[config.mk]
export PLATFORM = sky130hd
export DESIGN_NAME = asw_host
export DESIGN_NICKNAME = d
export VERILOG_FILES = /design/src/rtl/asw_pkg.sv /design/src/rtl/asw_slot_if.sv /design/src/rtl/asw_host.sv /design/src/rtl/asw_slot.sv
export SDC_FILE = /design/constraint.sdc
export NUM_CORES = 1
export LEC_CHECK = 0
export ABC_CLOCK_PERIOD_IN_PS = 3800
export BUFFER_PORTS_ARGS = -buffer_cell sky130_fd_sc_hd__buf_2
export CAP_MARGIN = 20
export CORE_ASPECT_RATIO = 1.5
export CORE_UTILIZATION = 30
export CTS_CLUSTER_DIAMETER = 80
export CTS_CLUSTER_SIZE = 16
export DETAILED_ROUTE_END_ITERATION = 10
export HOLD_SLACK_MARGIN = 0.08
export PLACE_DENSITY = 0.57
export SKIP_CTS_REPAIR_TIMING = 1
export SLEW_MARGIN = 5
export SYNTH_ARGS = -nofsm -noshare
export SYNTH_HDL_FRONTEND = slang
export SYNTH_SLANG_ARGS = --single-unit
[constraint.sdc]
create_clock -name I_SYS_CLK -period 3.8 [get_ports I_SYS_CLK]
set_input_delay 0.19 -clock I_SYS_CLK [delete_from_list [all_inputs] [get_ports I_SYS_CLK]]
set_output_delay 0.19 -clock I_SYS_CLK [all_outputs]
set_load 0.05 [all_outputs]
[src/rtl/asw_pkg.sv]
package asw_pkg;
  // Bus timing, in microseconds as printed, and cycle counts at 100 MHz
  localparam int CLK_MHZ = 100;
  localparam int RESET_LOW_TIME_US = 480;
  localparam int RESET_LOW_CYC = RESET_LOW_TIME_US * CLK_MHZ;
  // Presence sample point: after the longest wait, inside the shortest pulse
  localparam int PRESENCE_WAIT_MAX_US = 60;
  localparam int PRESENCE_LOW_MIN_US = 60;
  localparam int PRESENCE_SAMPLE_US = PRESENCE_WAIT_MAX_US + PRESENCE_LOW_MIN_US / 2;
  localparam int PRESENCE_SAMPLE_CYC = PRESENCE_SAMPLE_US * CLK_MHZ;
  localparam int PRESENCE_WAIT_TIME_US = 15;
  localparam int PRESENCE_LOW_TIME_US = 240;
  localparam int RECOVERY_US = PRESENCE_WAIT_MAX_US + PRESENCE_LOW_TIME_US;
  localparam int RECOVERY_CYC = RECOVERY_US * CLK_MHZ;
  // Slot timing; writes and holds stay well under the 120 us line-low limit
  localparam int SLOT_US = 70;
  localparam int SLOT_CYC = SLOT_US * CLK_MHZ;
  localparam int WR0_LOW_US = 60;
  localparam int WR0_LOW_CYC = WR0_LOW_US * CLK_MHZ;
  localparam int START_LOW_US = 2;
  localparam int START_LOW_CYC = START_LOW_US * CLK_MHZ;
  localparam int READ_SAMPLE_US = 12;
  localparam int READ_SAMPLE_CYC = READ_SAMPLE_US * CLK_MHZ;
  localparam int LINE_LOW_LIMIT_US = 120;
  // Command codes
  localparam logic [7:0] CMD_READ_ID = 8'h33;
  localparam logic [7:0] CMD_SELECT = 8'h55;
  localparam logic [7:0] CMD_SEARCH = 8'hF0;
  localparam int ID_BITS = 64;
  localparam int CMD_BITS = 8;
  // Host operations
  localparam logic [1:0] OP_READ_ID = 2'h0;
  localparam logic [1:0] OP_SELECT = 2'h1;
  localparam logic [1:0] OP_SEARCH = 2'h2;
  localparam logic [1:0] OP_SENSE = 2'h3;
  typedef enum logic [2:0] {
    SL_IDLE = 3'b001,
    SL_LOW = 3'b010,
    SL_REL = 3'b100
  } asw_slot_t;
endpackage

[src/rtl/asw_slot_if.sv]
`timescale 1ns/1ns
interface asw_slot_if;
  logic go;
  logic kind_rst;
  logic wbit;
  logic busy;
  logic done;
  logic rbit;
  modport ctl (output go, kind_rst, wbit, input busy, done, rbit);
  modport eng (input go, kind_rst, wbit, output busy, done, rbit);
endinterface

[src/rtl/asw_host.sv]
`timescale 1ns/1ns
module asw_host
  import asw_pkg::*;
#(
  parameter int RST_CYC = RESET_LOW_CYC,
  parameter int PRS_CYC = PRESENCE_SAMPLE_CYC,
  parameter int REC_CYC = RECOVERY_CYC,
  // Slot timing; a bench may shorten it together with its partner model
  parameter int SLT_CYC = SLOT_CYC,
  parameter int W0_CYC = WR0_LOW_CYC,
  parameter int ST_CYC = START_LOW_CYC,
  parameter int RS_CYC = READ_SAMPLE_CYC
) (
  input wire logic I_SYS_CLK,
  input wire logic I_NRST,
  input wire logic i_start,
  input wire logic [1:0] i_op,
  input wire logic [63:0] i_id,
  input wire logic i_line,
  output logic o_line_oe,
  output logic o_busy,
  output logic o_done,
  output logic o_presence,
  output logic [63:0] o_id,
  output logic o_sense,
  output logic o_search_last,
  output logic o_search_fail
);
  // ==========================================
  // Controller states
  typedef enum logic [6:0] {
    ST_IDLE = 7'b0000001,
    ST_RST = 7'b0000010,
    ST_CMD = 7'b0000100,
    ST_IDRD = 7'b0001000,
    ST_IDWR = 7'b0010000,
    ST_SRCH = 7'b0100000,
    ST_SNS = 7'b1000000
  } asw_state_t;

  asw_slot_if sif ();
  asw_state_t st_q;
  logic [1:0] op_q;
  logic [7:0] cmd_q;
  logic [63:0] id_q, wid_q;
  logic [5:0] bit_q;
  logic [2:0] cbit_q;
  logic [1:0] ph_q;
  logic b0_q;
  logic [6:0] last_q, mark_q;
  logic go_q, krst_q, wb_q, busy_q, done_q, pres_q, sns_q, slast_q, sfail_q;
  logic slot_ok, pair_none, pair_conf, take_one;
  logic [6:0] bitpos;

  asw_slot #(
    .RST_CYC(RST_CYC),
    .PRS_CYC(PRS_CYC),
    .REC_CYC(REC_CYC),
    .SLT_CYC(SLT_CYC),
    .W0_CYC(W0_CYC),
    .ST_CYC(ST_CYC),
    .RS_CYC(RS_CYC)
  ) u_slot (
    .i_clk(I_SYS_CLK),
    .i_nrst(I_NRST),
    .sif(sif),
    .i_line(i_line),
    .o_line_oe(o_line_oe)
  );

  assign sif.go = go_q;
  assign sif.kind_rst = krst_q;
  assign sif.wbit = wb_q;
  assign slot_ok = sif.done && !go_q;

  // ==========================================
  // Search decision on the bit / complement pair
  assign bitpos = {1'b0, bit_q} + 7'h01;
  assign pair_none = b0_q && sif.rbit;
  assign pair_conf = !b0_q && !sif.rbit;
  // Conflict: repeat old path below the last mark, take 1 at it, 0 above
  assign take_one = pair_conf ? ((bitpos < last_q) ? id_q[bit_q] : (bitpos == last_q))
                              : b0_q;

  always_ff @(posedge I_SYS_CLK or negedge I_NRST) begin
    if (!I_NRST) begin
      st_q <= ST_IDLE;
      op_q <= OP_READ_ID;
      cmd_q <= 8'h00;
      id_q <= 64'h0000000000000000;
      wid_q <= 64'h0000000000000000;
      bit_q <= 6'h00;
      cbit_q <= 3'h0;
      ph_q <= 2'h0;
      b0_q <= 1'b1;
      last_q <= 7'h00;
      mark_q <= 7'h00;
      go_q <= 1'b0;
      krst_q <= 1'b0;
      wb_q <= 1'b1;
      busy_q <= 1'b0;
      done_q <= 1'b0;
      pres_q <= 1'b0;
      sns_q <= 1'b1;
      slast_q <= 1'b1;
      sfail_q <= 1'b0;
    end else begin
      go_q <= 1'b0;
      done_q <= 1'b0;
      unique case (st_q)
        ST_IDLE: begin
          if (i_start) begin
            op_q <= i_op;
            wid_q <= i_id;
            busy_q <= 1'b1;
            if (i_op == OP_SENSE) begin
              // Sense only after a select or search; no new reset
              wb_q <= 1'b1;
              go_q <= 1'b1;
              st_q <= ST_SNS;
            end else begin
              krst_q <= 1'b1;
              go_q <= 1'b1;
              if (i_op == OP_SEARCH && slast_q) begin
                last_q <= 7'h00;
              end
              st_q <= ST_RST;
            end
          end
        end
        ST_RST: begin
          if (slot_ok) begin
            pres_q <= sif.rbit;
            krst_q <= 1'b0;
            if (!sif.rbit) begin
              busy_q <= 1'b0;
              done_q <= 1'b1;
              st_q <= ST_IDLE;
            end else begin
              // Only the three known codes ever go out
              cmd_q <= (op_q == OP_SELECT) ? CMD_SELECT
                     : (op_q == OP_SEARCH) ? CMD_SEARCH : CMD_READ_ID;
              wb_q <= (op_q == OP_SELECT) ? CMD_SELECT[0]
                    : (op_q == OP_SEARCH) ? CMD_SEARCH[0] : CMD_READ_ID[0];
              cbit_q <= 3'h0;
              go_q <= 1'b1;
              mark_q <= 7'h00;
              st_q <= ST_CMD;
            end
          end
        end
        ST_CMD: begin
          if (slot_ok) begin
            bit_q <= 6'h00;
            ph_q <= 2'h0;
            go_q <= 1'b1;
            if (cbit_q == 3'(CMD_BITS - 1)) begin
              if (op_q == OP_SELECT) begin
                wb_q <= wid_q[0];
                st_q <= ST_IDWR;
              end else begin
                wb_q <= 1'b1;
                st_q <= (op_q == OP_SEARCH) ? ST_SRCH : ST_IDRD;
              end
            end else begin
              cbit_q <= cbit_q + 3'h1;
              wb_q <= cmd_q[cbit_q + 3'h1];
            end
          end
        end
        ST_IDRD: begin
          if (slot_ok) begin
            id_q[bit_q] <= sif.rbit;
            if (bit_q == 6'(ID_BITS - 1)) begin
              busy_q <= 1'b0;
              done_q <= 1'b1;
              st_q <= ST_IDLE;
            end else begin
              bit_q <= bit_q + 6'h01;
              go_q <= 1'b1;
            end
          end
        end
        ST_IDWR: begin
          if (slot_ok) begin
            if (bit_q == 6'(ID_BITS - 1)) begin
              id_q <= wid_q;
              busy_q <= 1'b0;
              done_q <= 1'b1;
              st_q <= ST_IDLE;
            end else begin
              bit_q <= bit_q + 6'h01;
              wb_q <= wid_q[bit_q + 6'h01];
              go_q <= 1'b1;
            end
          end
        end
        ST_SRCH: begin
          if (slot_ok) begin
            go_q <= 1'b1;
            unique case (ph_q)
              2'h0: begin
                b0_q <= sif.rbit;
                wb_q <= 1'b1;
                ph_q <= 2'h1;
              end
              2'h1: begin
                if (pair_none) begin
                  go_q <= 1'b0;
                  sfail_q <= 1'b1;
                  slast_q <= 1'b1;
                  busy_q <= 1'b0;
                  done_q <= 1'b1;
                  st_q <= ST_IDLE;
                end else begin
                  if (pair_conf && !take_one) begin
                    mark_q <= bitpos;
                  end
                  id_q[bit_q] <= take_one;
                  wb_q <= take_one;
                  ph_q <= 2'h2;
                end
              end
              default: begin
                ph_q <= 2'h0;
                wb_q <= 1'b1;
                if (bit_q == 6'(ID_BITS - 1)) begin
                  // Found slave keeps its switch; no toggle here
                  go_q <= 1'b0;
                  last_q <= mark_q;
                  slast_q <= (mark_q == 7'h00);
                  sfail_q <= 1'b0;
                  busy_q <= 1'b0;
                  done_q <= 1'b1;
                  st_q <= ST_IDLE;
                end else begin
                  bit_q <= bit_q + 6'h01;
                end
              end
            endcase
          end
        end
        ST_SNS: begin
          if (slot_ok) begin
            sns_q <= sif.rbit;
            busy_q <= 1'b0;
            done_q <= 1'b1;
            st_q <= ST_IDLE;
          end
        end
        default: st_q <= ST_IDLE;
      endcase
    end
  end

  assign o_busy = busy_q;
  assign o_done = done_q;
  assign o_presence = pres_q;
  assign o_id = id_q;
  assign o_sense = sns_q;
  assign o_search_last = slast_q;
  assign o_search_fail = sfail_q;
endmodule

[src/rtl/asw_slot.sv]
`timescale 1ns/1ns
module asw_slot
  import asw_pkg::*;
#(
  parameter int RST_CYC = RESET_LOW_CYC,
  parameter int PRS_CYC = PRESENCE_SAMPLE_CYC,
  parameter int REC_CYC = RECOVERY_CYC,
  parameter int SLT_CYC = SLOT_CYC,
  parameter int W0_CYC = WR0_LOW_CYC,
  parameter int ST_CYC = START_LOW_CYC,
  parameter int RS_CYC = READ_SAMPLE_CYC
) (
  input wire logic i_clk,
  input wire logic i_nrst,
  asw_slot_if.eng sif,
  input wire logic i_line,
  output logic o_line_oe
);
  // ==========================================
  // Slot engine: one reset or one bit slot per go
  asw_slot_t st_q;
  logic [16:0] cnt_q;
  logic rst_q, w_q, oe_q, rb_q, done_q;
  logic [16:0] low_len, smp_at, end_at;

  // Low length: reset pulse, write 0 / short start for write 1 and read
  assign low_len = rst_q ? 17'(RST_CYC) : (w_q ? 17'(ST_CYC) : 17'(W0_CYC));
  assign smp_at = rst_q ? 17'(PRS_CYC) : 17'(RS_CYC);
  assign end_at = rst_q ? 17'(REC_CYC) : 17'(SLT_CYC - W0_CYC);

  // Sequencer; cnt restarts at release only for a reset, so bit-slot samples are timed from the fall
  always_ff @(posedge i_clk or negedge i_nrst) begin
    if (!i_nrst) begin
      st_q <= SL_IDLE;
      cnt_q <= 17'h00000;
      rst_q <= 1'b0;
      w_q <= 1'b1;
      oe_q <= 1'b0;
      rb_q <= 1'b1;
      done_q <= 1'b0;
    end else begin
      done_q <= 1'b0;
      unique case (st_q)
        SL_IDLE: begin
          if (sif.go) begin
            rst_q <= sif.kind_rst;
            w_q <= sif.wbit;
            oe_q <= 1'b1;
            cnt_q <= 17'h00000;
            st_q <= SL_LOW;
          end
        end
        SL_LOW: begin
          cnt_q <= cnt_q + 17'h00001;
          if (cnt_q == low_len - 17'h00001) begin
            oe_q <= 1'b0;
            cnt_q <= rst_q ? 17'h00000 : low_len;
            st_q <= SL_REL;
          end
        end
        SL_REL: begin
          cnt_q <= cnt_q + 17'h00001;
          // Read sample: low means a responder pulled it, the wired AND
          if (cnt_q == smp_at) begin
            rb_q <= rst_q ? !i_line : i_line;
          end
          if (cnt_q >= (rst_q ? end_at : 17'(SLT_CYC))) begin
            done_q <= 1'b1;
            st_q <= SL_IDLE;
          end
        end
        default: st_q <= SL_IDLE;
      endcase
    end
  end

  assign o_line_oe = oe_q;
  assign sif.busy = (st_q != SL_IDLE);
  assign sif.done = done_q;
  assign sif.rbit = rb_q;
endmodule

==> results of run 1 <==
-- power groups by stage --
stage / clock network [mW] / logic [mW] / registers (mW)
floorplan: 0 / 1.22 / 2.85
CTS: 1.79 / 1.68 / 3.09
global placement: 0 / 1.65 / 3.13
finish: 1.73 / 1.73 / 3.10
global route: 1.84 / 1.90 / 3.13
detailed placement: 0 / 1.67 / 3.13
-- through the flow --
step,area [um^2],util,hold slack (ns),std cells,power [mW]
after floorplan,13200,-,-0.106,1462,4.07
after global placement,14600,0.337,0.412,2106,4.77
after detailed placement,14600,0.337,0.426,2106,4.80
after CTS,15000,0.348,-0.139,2133,6.56
after global routing,15800,0.365,0.0887,2203,6.86
final,15800,0.365,0.0800,2203,6.57
-- worst max-delay path: cells and delay by family, from the launching register on --
kind	cells	cell delay, ns
compound gates	5	1.49
simple gates	4	0.69
flops	1	0.57
fa+ha+maj	1	0.32
mux	1	0.17
buf+inv	1	0.07
-- per-layer routing --
| metal | global-route usage | part of all wire | vias to the layer above |
|---|---|---|---|
| met4 | 0.148 | 0.071 | 0 |
| met2 | 0.363 | 0.50 | 576 |
| li1 | - | - | 5780 |
| met3 | 0.0251 | 0.055 | 155 |
| met5 | 0 | 0 | - |
| met1 | 0.242 | 0.37 | 6197 |
-- layout by cell type, fill, tap and decap left out, types with 15 or more instances in the layout --
cell type / Yosys / final
ha_1: 23 / 23
clkbuf_16: 0 / 17
mux2_2: 78 / 78
nor3_1: 36 / 35
inv_1: 23 / 22
buf_4: 9 / 48
nor2_1: 81 / 81
buf_2: 29 / 139
nand2_1: 162 / 161
nand3_1: 53 / 53
dfrtp_1: 196 / 194
o21ai_0: 151 / 151
a21boi_0: 25 / 25
mux4_2: 24 / 24
a211oi_1: 21 / 21
o22ai_1: 36 / 36
a21oi_1: 86 / 86
a21o_1: 42 / 42
a31oi_1: 49 / 49
dlygate4sd3_1: 0 / 69
mux2i_1: 29 / 29
a31o_2: 15 / 15
-- layout make-up --
| class | count | area, um^2 | area share |
|---|---|---|---|
| Inverter | 24 | 90.1 | 0.00572 |
| Clock inverter | 4 | 33.8 | 0.00214 |
| Clock buffer | 23 | 448 | 0.0284 |
| Multi-Input combinational cell | 1117 | 7500 | 0.476 |
| Timing Repair Buffer | 261 | 1850 | 0.117 |
| Sequential cell | 204 | 5120 | 0.325 |
| Tap cell | 570 | 713 | 0.0453 |
-- how the worst max path moves through the flow --
stage,to,slack [ns],start
6_report,mark_q[0]$_DFFE_PN0P_,0.33,bit_q[3]$_DFFE_PN0P_
5_1_grt,mark_q[0]$_DFFE_PN0P_,0.04,bit_q[3]$_DFFE_PN0P_
4_1_cts,mark_q[0]$_DFFE_PN0P_,0.34,bit_q[3]$_DFFE_PN0P_
3_5_place_dp,mark_q[0]$_DFFE_PN0P_,0.37,bit_q[0]$_DFFE_PN0P_
3_3_place_gp,mark_q[0]$_DFFE_PN0P_,0.46,bit_q[0]$_DFFE_PN0P_
2_1_floorplan,mark_q[2]$_DFFE_PN0P_,0.01,bit_q[0]$_DFFE_PN0P_
-- kinds of logic (layout without fill, tap and decap cells) --
family | Yosys count | count (layout) | share of synthesized area
compound gates | 499 | 499 | 0.238
xor+xnor | 12 | 12 | 0.00797
fa+ha+maj | 23 | 23 | 0.0218
buf+inv | 141 | 312 | 0.0460
flops | 204 | 204 | 0.388
mux | 131 | 131 | 0.130
simple gates | 452 | 452 | 0.169
==> qor.yml, run 1 <==
status:
  status: "finished, final reports clean"
clock_network:
  cts.sinks: 204
  cts_buffers: 17
  h-tree-depth: 1
  clockBufferDepth: 3
  cts_tree: "built"
  cts_root_buffer: "clkbuf_16"
  clk-insertion-delay-late_ns: 0.52
  cts.clk_slew.worst_paths_ns: 0.08
synthesis:
  syn_avg_cell_area_um2: 9.02
  synthFlopType: "dfrtp_1"
  synth_edf_count: 0
  async_reset_ff_frac: 1.00
  synthTopCellsByCount: "dfrtp_1 (196), nand2_1 (162), o21ai_0 (151)"
  yosys.area.top_type: "dfrtp_1"
  ys_ff_latch: 204
  yosysSeqAreaShare: 0.388
  synth_top_area_share: 0.372
  synth_warnings: 0
  synth_nets: 1555
  yosysUniqueCellTypes: 76
  synth_area_um2: 13200
  synth_most_common_cell: "dfrtp_1"
  netlist_instances: 1462
  yosys-top-cells-area: "dfrtp_1 (37%), mux2_2 (6.7%), o21ai_0 (5.7%), nand2_1 (4.6%), mux4_2 (4.1%)"
timing:
  period_share: 0.913
  rsz0062_at_grt: "no"
  fmax_mhz: 288
  slew_headroom: 0.377
  clock_skew_ns: 0.0374
  post-route-min-period_ns: 3.47
  finalSetupTns_ns: 0
  hold_viol_final: 0
  slew_violations: 0
  layout_setup_ws_ns: 0.330
  setup_viol: 0
  worst_pin_slew_ns: 0.934
min_path:
  hold-path-endpoint: "op_q[0]$_DFFE_PN0P_"
  min_from: "i_op[0]"
  hp-class: "in2reg"
  hold_depth: 2
die:
  coreArea_um2: 43200
  rows: 93
  initial_core_util: 0.306
  dieArea_um2: 44800
  die_w_um: 173
  die_y_um: 259
  ios: 141
global_route:
  grt_pass1_wl_um: 74000
  grt-ovfl-total: 0
  grt_usage: 0.210
  grt_pass1_vias: 12311
  grt_max_degree: 121
  antenna_found_initial: 0
drt:
  via_count: 12708
  drtAntennaViolNets: 0
  drc: 0
  dr.pass1.iters: 5
  wl_per_cell_um: 21.8
  drt-total-wl_um: 48100
  viasPerCell: 5.77
  drtIter0Drc: 1153
worst_setup_path:
  cp_slowest_stage_delay_ns: 0.57
  crit_required_ns: 4.18
  start_kind: "flop"
  r2r_end: "mark_q[0]$_DFFE_PN0P_"
  worst_r2r_startpoint: "bit_q[3]$_DFFE_PN0P_"
  cp_cell_sequence: "nand2_1 > o21ai_0 > and2_1 > inv_1 > ha_1 > a21oi_1 > nand2_1 > a211o_1 > a2111oi_0 > nand4_1 > a211o_1 > mux2i_1"
  cp_max_fo: 12
  ff2ff_setup_slack_ns: 0.33
  critPathSlowestCell: "dfrtp_1"
  r2r_cells: 12
  critPathCaptureType: "flop"
  arrival_ns: 3.85
  crit_type: "reg2reg"
layout:
  fill_cells: 4342
  antennaDiodeCount: 0
  nets: 1718
  layout-drive-gt1-share: 0.223
  synthToLayoutAreaGrowth_pct: 19.4
pwr:
  p_sw_frac: 0.347
  p_clk_frac: 0.263
  intPower_mw: 4.29
  p_comb_frac: 0.264
  switchingPower_mw: 2.28
  seqPwrFrac: 0.473
  cellLeakagePower_nw: 7.04
  ir_drop_uv: 309
  powerDensity_nw_per_um2: 417
place:
  post-place-ws_ns: 0.372
  io_buffers: 140
  dp_hpwl_um: 33200
  globalplace.congestion: 0.911
run:
  drv_cap: 0
Note: power is estimated with default switching activity, not from simulation.
==> run 2: changes to the inputs <==
--- a/config.mk
+++ b/config.mk
@@ -8,7 +8,6 @@
 export ABC_CLOCK_PERIOD_IN_PS = 3800
 export BUFFER_PORTS_ARGS = -buffer_cell sky130_fd_sc_hd__buf_2
 export CAP_MARGIN = 20
-export CORE_ASPECT_RATIO = 1.5
 export CORE_UTILIZATION = 30
 export CTS_CLUSTER_DIAMETER = 80
 export CTS_CLUSTER_SIZE = 16
==> run 2 against run 1 <==
- total power increased by 7.6%
- setup slack got worse by 0.11 ns
- highest routed layer unchanged
- clock power increased by 32%
- cell count increased by 1.2%
- die area about the same
==> qor.yml, run 2 (synthesis results as in run 1) <==
place:
  place_inst: 2122  # +0.76%
  dp_hpwl_um: 34100  # +2.9%
  io_buffers: 140  # unchanged
  globalplace.congestion: 0.915  # +0.44%
worst_setup_path:
  cp_cell_sequence: "buf_4 > and3_1 > nand3_1 > inv_1 > ha_1 > nand4_1 > a21oi_1 > a211o_1 > a2111oi_0 > nand4_1 > a211o_2 > mux2i_1"
  crit_family: "compound AO/OA/AOI/OAI gates"
  critPathSlowestCell: "a211o_2"
  cp_slowest_stage_delay_ns: 0.49  # -0.08 ns
  cp_max_fo: 16  # +4
  critPathCaptureType: "flop"
  start_kind: "flop"
  crit_type: "reg2reg"
  crit_buf_inv: 2  # +1
  crit_required_ns: 4.18  # about the same
  crit_top_cell: "nand4_1"
  arrival_ns: 3.95  # +0.10 ns
  ff2ff_setup_slack_ns: 0.22  # -0.11 ns
clock_network:
  clk-insertion-delay-late_ns: 0.57  # +0.05 ns
  cts.clk_slew.worst_paths_ns: 0.08  # about the same
  cts_tree: "built"
  cts.sinks: 204  # unchanged
  cts_root_buffer: "clkbuf_16"
  clockBufferDepth: 3  # unchanged
  cts_buffers: 22  # +5
  h-tree-depth: 1  # unchanged
layout:
  layoutNonFillerInstCount: 2229  # +1.2%
  antennaDiodeCount: 0  # unchanged
  synthToLayoutAreaGrowth_pct: 21.4
  multi_input_area_um2: 7500  # unchanged
  layout-drive-gt1-share: 0.231  # +0.00824
  nets: 1723  # +0.29%
  fill_cells: 4342  # unchanged
  final_cell_mix: "dfrtp_1 (194), nand2_1 (161), o21ai_0 (151)"
  regArea_um2: 5120  # unchanged
  final_common_cell: "dfrtp_1"
drt:
  viasPerCell: 5.77  # about the same
  drc: 0  # unchanged
  drt-total-wl_um: 49700  # +3.3%
  drtAntennaViolNets: 0  # unchanged
  dr.pass1.iters: 5  # unchanged
  wl_per_cell_um: 22.3  # +2.1%
  via_count: 12853  # +1.1%
  drtIter0Drc: 1207  # +4.7%
global_route:
  grt_usage: 0.218  # +0.00761
  grt_pass1_wl_um: 75600  # +2.2%
  grt-ovfl-total: 0  # unchanged
  grt_max_degree: 115  # -5.0%
  antenna_found_initial: 1  # +1
  grt_pass1_vias: 12181  # -1.1%
run:
  drv_cap: 0  # unchanged
timing:
  slew_headroom: 0.262  # -0.115
  rsz0062_at_grt: "no"
  period_share: 0.941  # +0.0282
  worst_pin_slew_ns: 1.10  # +0.170 ns
  fmax_mhz: 280  # -3.0%
  post-route-min-period_ns: 3.58  # +0.107 ns
  slew_violations: 0  # unchanged
  clock_skew_ns: 0.0543  # +0.0169 ns
  setup_viol: 0  # unchanged
  hold_viol_final: 0  # unchanged
  finalSetupTns_ns: 0  # unchanged
die:
  dieArea_um2: 44800  # about the same
  die_y_um: 212  # -18%
  die_w_um: 212  # +22%
  coreArea_um2: 43300  # +0.22%
  rows: 76  # -18%
  initial_core_util: 0.305  # -0.000680
  ios: 141  # unchanged
min_path:
  hp-class: "in2async"
pwr:
  cellLeakagePower_nw: 7.15  # +1.6%
  ir_drop_uv: 332  # +7.3%
  powerDensity_nw_per_um2: 441  # +5.9%
status:
  status: "finished, final reports clean"
run 2: cell type report:
cell class	instances	area share
Clock buffer	24	0.0355
Tap cell	585	0.0457
Clock inverter	14	0.0102
Inverter	24	0.00563
Timing Repair Buffer	261	0.115
Sequential cell	204	0.320
Multi-Input combinational cell	1117	0.469
run 2: final timing paths:
kind                       cells past startpoint                  from                           to
min                                            2                I_NRST                    async pin
min reg2reg                                    1  cmd_q[4]$_DFFE_PN0P_         cmd_q[4]$_DFFE_PN0P_
max in group asynchronous                      3                I_NRST  u_slot.sif.rbit$_DFFE_PN1P_
max reg2reg                                   12  bit_q[3]$_DFFE_PN0P_        mark_q[0]$_DFFE_PN0P_
min in group I_SYS_CLK                         3              i_id[43]        wid_q[43]$_DFFE_PN0P_
max                                           12  bit_q[3]$_DFFE_PN0P_        mark_q[0]$_DFFE_PN0P_
run 2: per-layer routing:
| metal | part of all wire | vias to the layer above | global-route usage |
|---|---|---|---|
| met5 | 0 | - | 0 |
| met3 | 0.069 | 136 | 0.0398 |
| met1 | 0.42 | 6355 | 0.289 |
| li1 | - | 5804 | - |
| met4 | 0.045 | 0 | 0.0900 |
| met2 | 0.47 | 558 | 0.347 |
run 2: through the flow:
stage	cell area [um^2]	utilization	power [mW]	hold WS, ns	setup slack (ns)
detailed placement	14600	0.337	4.76	0.411	0.314
global placement	14600	0.337	4.72	0.409	0.431
CTS	15300	0.354	7.08	-0.171	0.259
floorplan	13200	-	4.07	-0.106	0.0126
global route	16000	0.370	7.39	0.390	0.0190
finish	16000	0.370	7.07	0.347	0.223
run 2: power breakdown:
group	total, mW	switching, mW	internal, mW
sequential	3.11	0.512	2.60
clock	2.28	1.08	1.20
combinational	1.68	0.844	0.833
==> run 3: changes to the inputs <==
--- a/config.mk
+++ b/config.mk
@@ -14,6 +14,7 @@
 export DETAILED_ROUTE_END_ITERATION = 10
 export HOLD_SLACK_MARGIN = 0.08
 export PLACE_DENSITY = 0.57
+export RECOVER_POWER = 25
 export SKIP_CTS_REPAIR_TIMING = 1
 export SLEW_MARGIN = 5
 export SYNTH_ARGS = -nofsm -noshare
==> run 3 against run 2 <==
- the run now ends with max-capacitance violations, max-slew violations left
- combinational power hardly changed
- clock-buffer cell count stayed put
- flip-flop and latch count stayed put
- design area is 0.10% lower
- setup slack worse by 0.0047 ns
- sequential share of layout area hardly changed
- clock power hardly changed
- utilization hardly changed
- global-route usage stayed put
- hold slack better by 0.035 ns
- die area stayed put
- critical endpoint unchanged
- largest cell class unchanged
- largest power group unchanged
==> qor.yml, run 3 (synthesis results as in run 1) <==
die:
  dieArea_um2: 44800  # unchanged
  ios: 141  # unchanged
  initial_core_util: 0.305  # unchanged
  coreArea_um2: 43300  # unchanged
  die_w_um: 212  # unchanged
  die_y_um: 212  # unchanged
  rows: 76  # unchanged
clock_network:
  h-tree-depth: 1  # unchanged
  cts_tree: "built"
  cts_root_buffer: "clkbuf_16"
  cts.sinks: 204  # unchanged
  clockBufferDepth: 3  # unchanged
  cts.clk_slew.worst_paths_ns: 0.08  # about the same
  cts_buffers: 22  # unchanged
  clk-insertion-delay-late_ns: 0.57  # about the same
worst_setup_path:
  ff2ff_setup_slack_ns: 0.22  # about the same
  worst_r2r_startpoint: "bit_q[3]$_DFFE_PN0P_"
  crit_end: "mark_q[0]$_DFFE_PN0P_"
  arrival_ns: 3.96  # about the same
  cp_max_fo: 16  # unchanged
  r2r_end: "mark_q[0]$_DFFE_PN0P_"
  critPathCaptureType: "flop"
  r2r_cells: 12  # unchanged
  crit_required_ns: 4.18  # about the same
  start_kind: "flop"
  crit_type: "reg2reg"
  critPathLaunch: "bit_q[3]$_DFFE_PN0P_"
place:
  io_buffers: 140  # unchanged
  dp_hpwl_um: 34100  # unchanged
  globalplace.congestion: 0.915  # unchanged
global_route:
  grt_max_degree: 115  # unchanged
  use_met3: 0.0398  # unchanged
  grt_usage: 0.218  # unchanged
  antenna_found_initial: 1  # unchanged
  grt_pass1_vias: 12181  # unchanged
  grt_pass1_wl_um: 75600  # unchanged
  busiest_layer: "met2"
  grt-ovfl-total: 0  # unchanged
  grtUsageMet1: 0.289  # unchanged
  grt.met2_usage: 0.347  # unchanged
layout:
  nets: 1723  # unchanged
  final_cell_mix: "dfrtp_1 (194), nand2_1 (161), o21ai_0 (151)"
  layout-drive-gt1-share: 0.229  # -0.00243
  synthToLayoutAreaGrowth_pct: 21.3
  antennaDiodeCount: 0  # unchanged
  final_common_cell: "dfrtp_1"
status:
  status: "complete, but fails checks"
  failed_checks: "max-capacitance violations, max-slew violations"
drt:
  drtAntennaViolNets: 0  # unchanged
  drt-total-wl_um: 49500  # -0.28%
  via_count: 12867  # +0.11%
  viasPerCell: 5.77  # +0.11%
  dr.pass1.iters: 5  # unchanged
  drtIter0Drc: 1290  # +6.9%
  drc: 0  # unchanged
  wl_per_cell_um: 22.2  # -0.28%
timing:
  hold_viol_final: 0  # unchanged
  finalHoldWorstSlack_ns: 0.382  # +0.0349 ns
  finalSetupTns_ns: 0  # unchanged
  slew_headroom: -1.06  # -1.33
  period_share: 0.943  # +0.00123
  rsz0062_at_grt: "no"
  fmax_mhz: 279  # -0.13%
  clock_skew_ns: 0.0550  # +0.000688 ns
  post-route-min-period_ns: 3.58  # +0.00468 ns
  worst_pin_slew_ns: 3.10  # +1.99 ns
  setup_viol: 0  # unchanged
  slew_violations: 115  # +115
pwr:
  cellLeakagePower_nw: 7.14  # -0.21%
  powerDensity_nw_per_um2: 442  # +0.17%
  ir_drop_uv: 332  # about the same
min_path:
  hp-class: "in2reg"
  hold_depth: 3
run:
  drv_cap: 1  # +1
run 3: cell types whose count changed in the layout (fill, tap and decap cells not counted):
cell | previous run | this run
buf_2 | 139 | 135
buf_4 | 48 | 47
clkbuf_1 | 1 | 5
clkbuf_2 | 0 | 2
clkbuf_8 | 2 | 1
run 3: worst min path at each step:
stage	start	endpoint	slack (ns)
after floorplan	I_NRST	async pin	-0.11
after global placement	I_NRST	cbit_q[1]$_DFFE_PN0P_	0.41
after detailed placement	I_NRST	cbit_q[1]$_DFFE_PN0P_	0.41
after CTS	I_NRST	async pin	-0.17
after global routing	i_id[43]	wid_q[43]$_DFFE_PN0P_	0.39
final	i_id[55]	wid_q[55]$_DFFE_PN0P_	0.38
run 3: report_power, final:
| part | internal [mW] | switching (mW) | leakage (nW) | total, mW |
|---|---|---|---|---|
| Combinational | 0.832 | 0.845 | 4.17 | 1.68 |
| Sequential | 2.60 | 0.516 | 2.61 | 3.11 |
| Clock | 1.20 | 1.08 | 0.354 | 2.28 |
run 3: per-layer routing:
metal  wire (um)  share of wire
met1       20500           0.41
met2       23100           0.47
met3        3700          0.075
met4        2250          0.045
met5          13        0.00026
run 3: stage by stage:
stage               instances  power (mW)   util  instance area [um^2]  setup slack (ns)
global route             2229        7.39  0.370                 16000            0.0190
finish                   2229        7.07  0.370                 16000             0.218
floorplan                1462        4.07      -                 13200            0.0126
CTS                      2160        7.08  0.354                 15300             0.259
global placement         2122        4.72  0.337                 14600             0.431
detailed placement       2122        4.76  0.337                 14600             0.314
run 3: cell type report:
| cell class | count | area (um^2) |
|---|---|---|
| fill | 4345 | 27300 |
| clock buffer | 24 | 568 |
| multi-input combinational | 1117 | 7500 |
| sequential | 204 | 5120 |
| clock inverter | 14 | 163 |
| tap | 585 | 732 |
| inverter | 24 | 90.1 |
| timing repair buffer | 261 | 1820 |
run 3: worst max-delay path: stages, from the launching register on:
cell and delay [ns]:
dfrtp_1 0.43, buf_4 0.23, and3_1 0.29, nand3_1 0.23
inv_1 0.26, ha_1 0.29, nand4_1 0.11, a21oi_1 0.05
a211o_1 0.32, a2111oi_0 0.30, nand4_1 0.25, a211o_2 0.49
mux2i_1 0.15
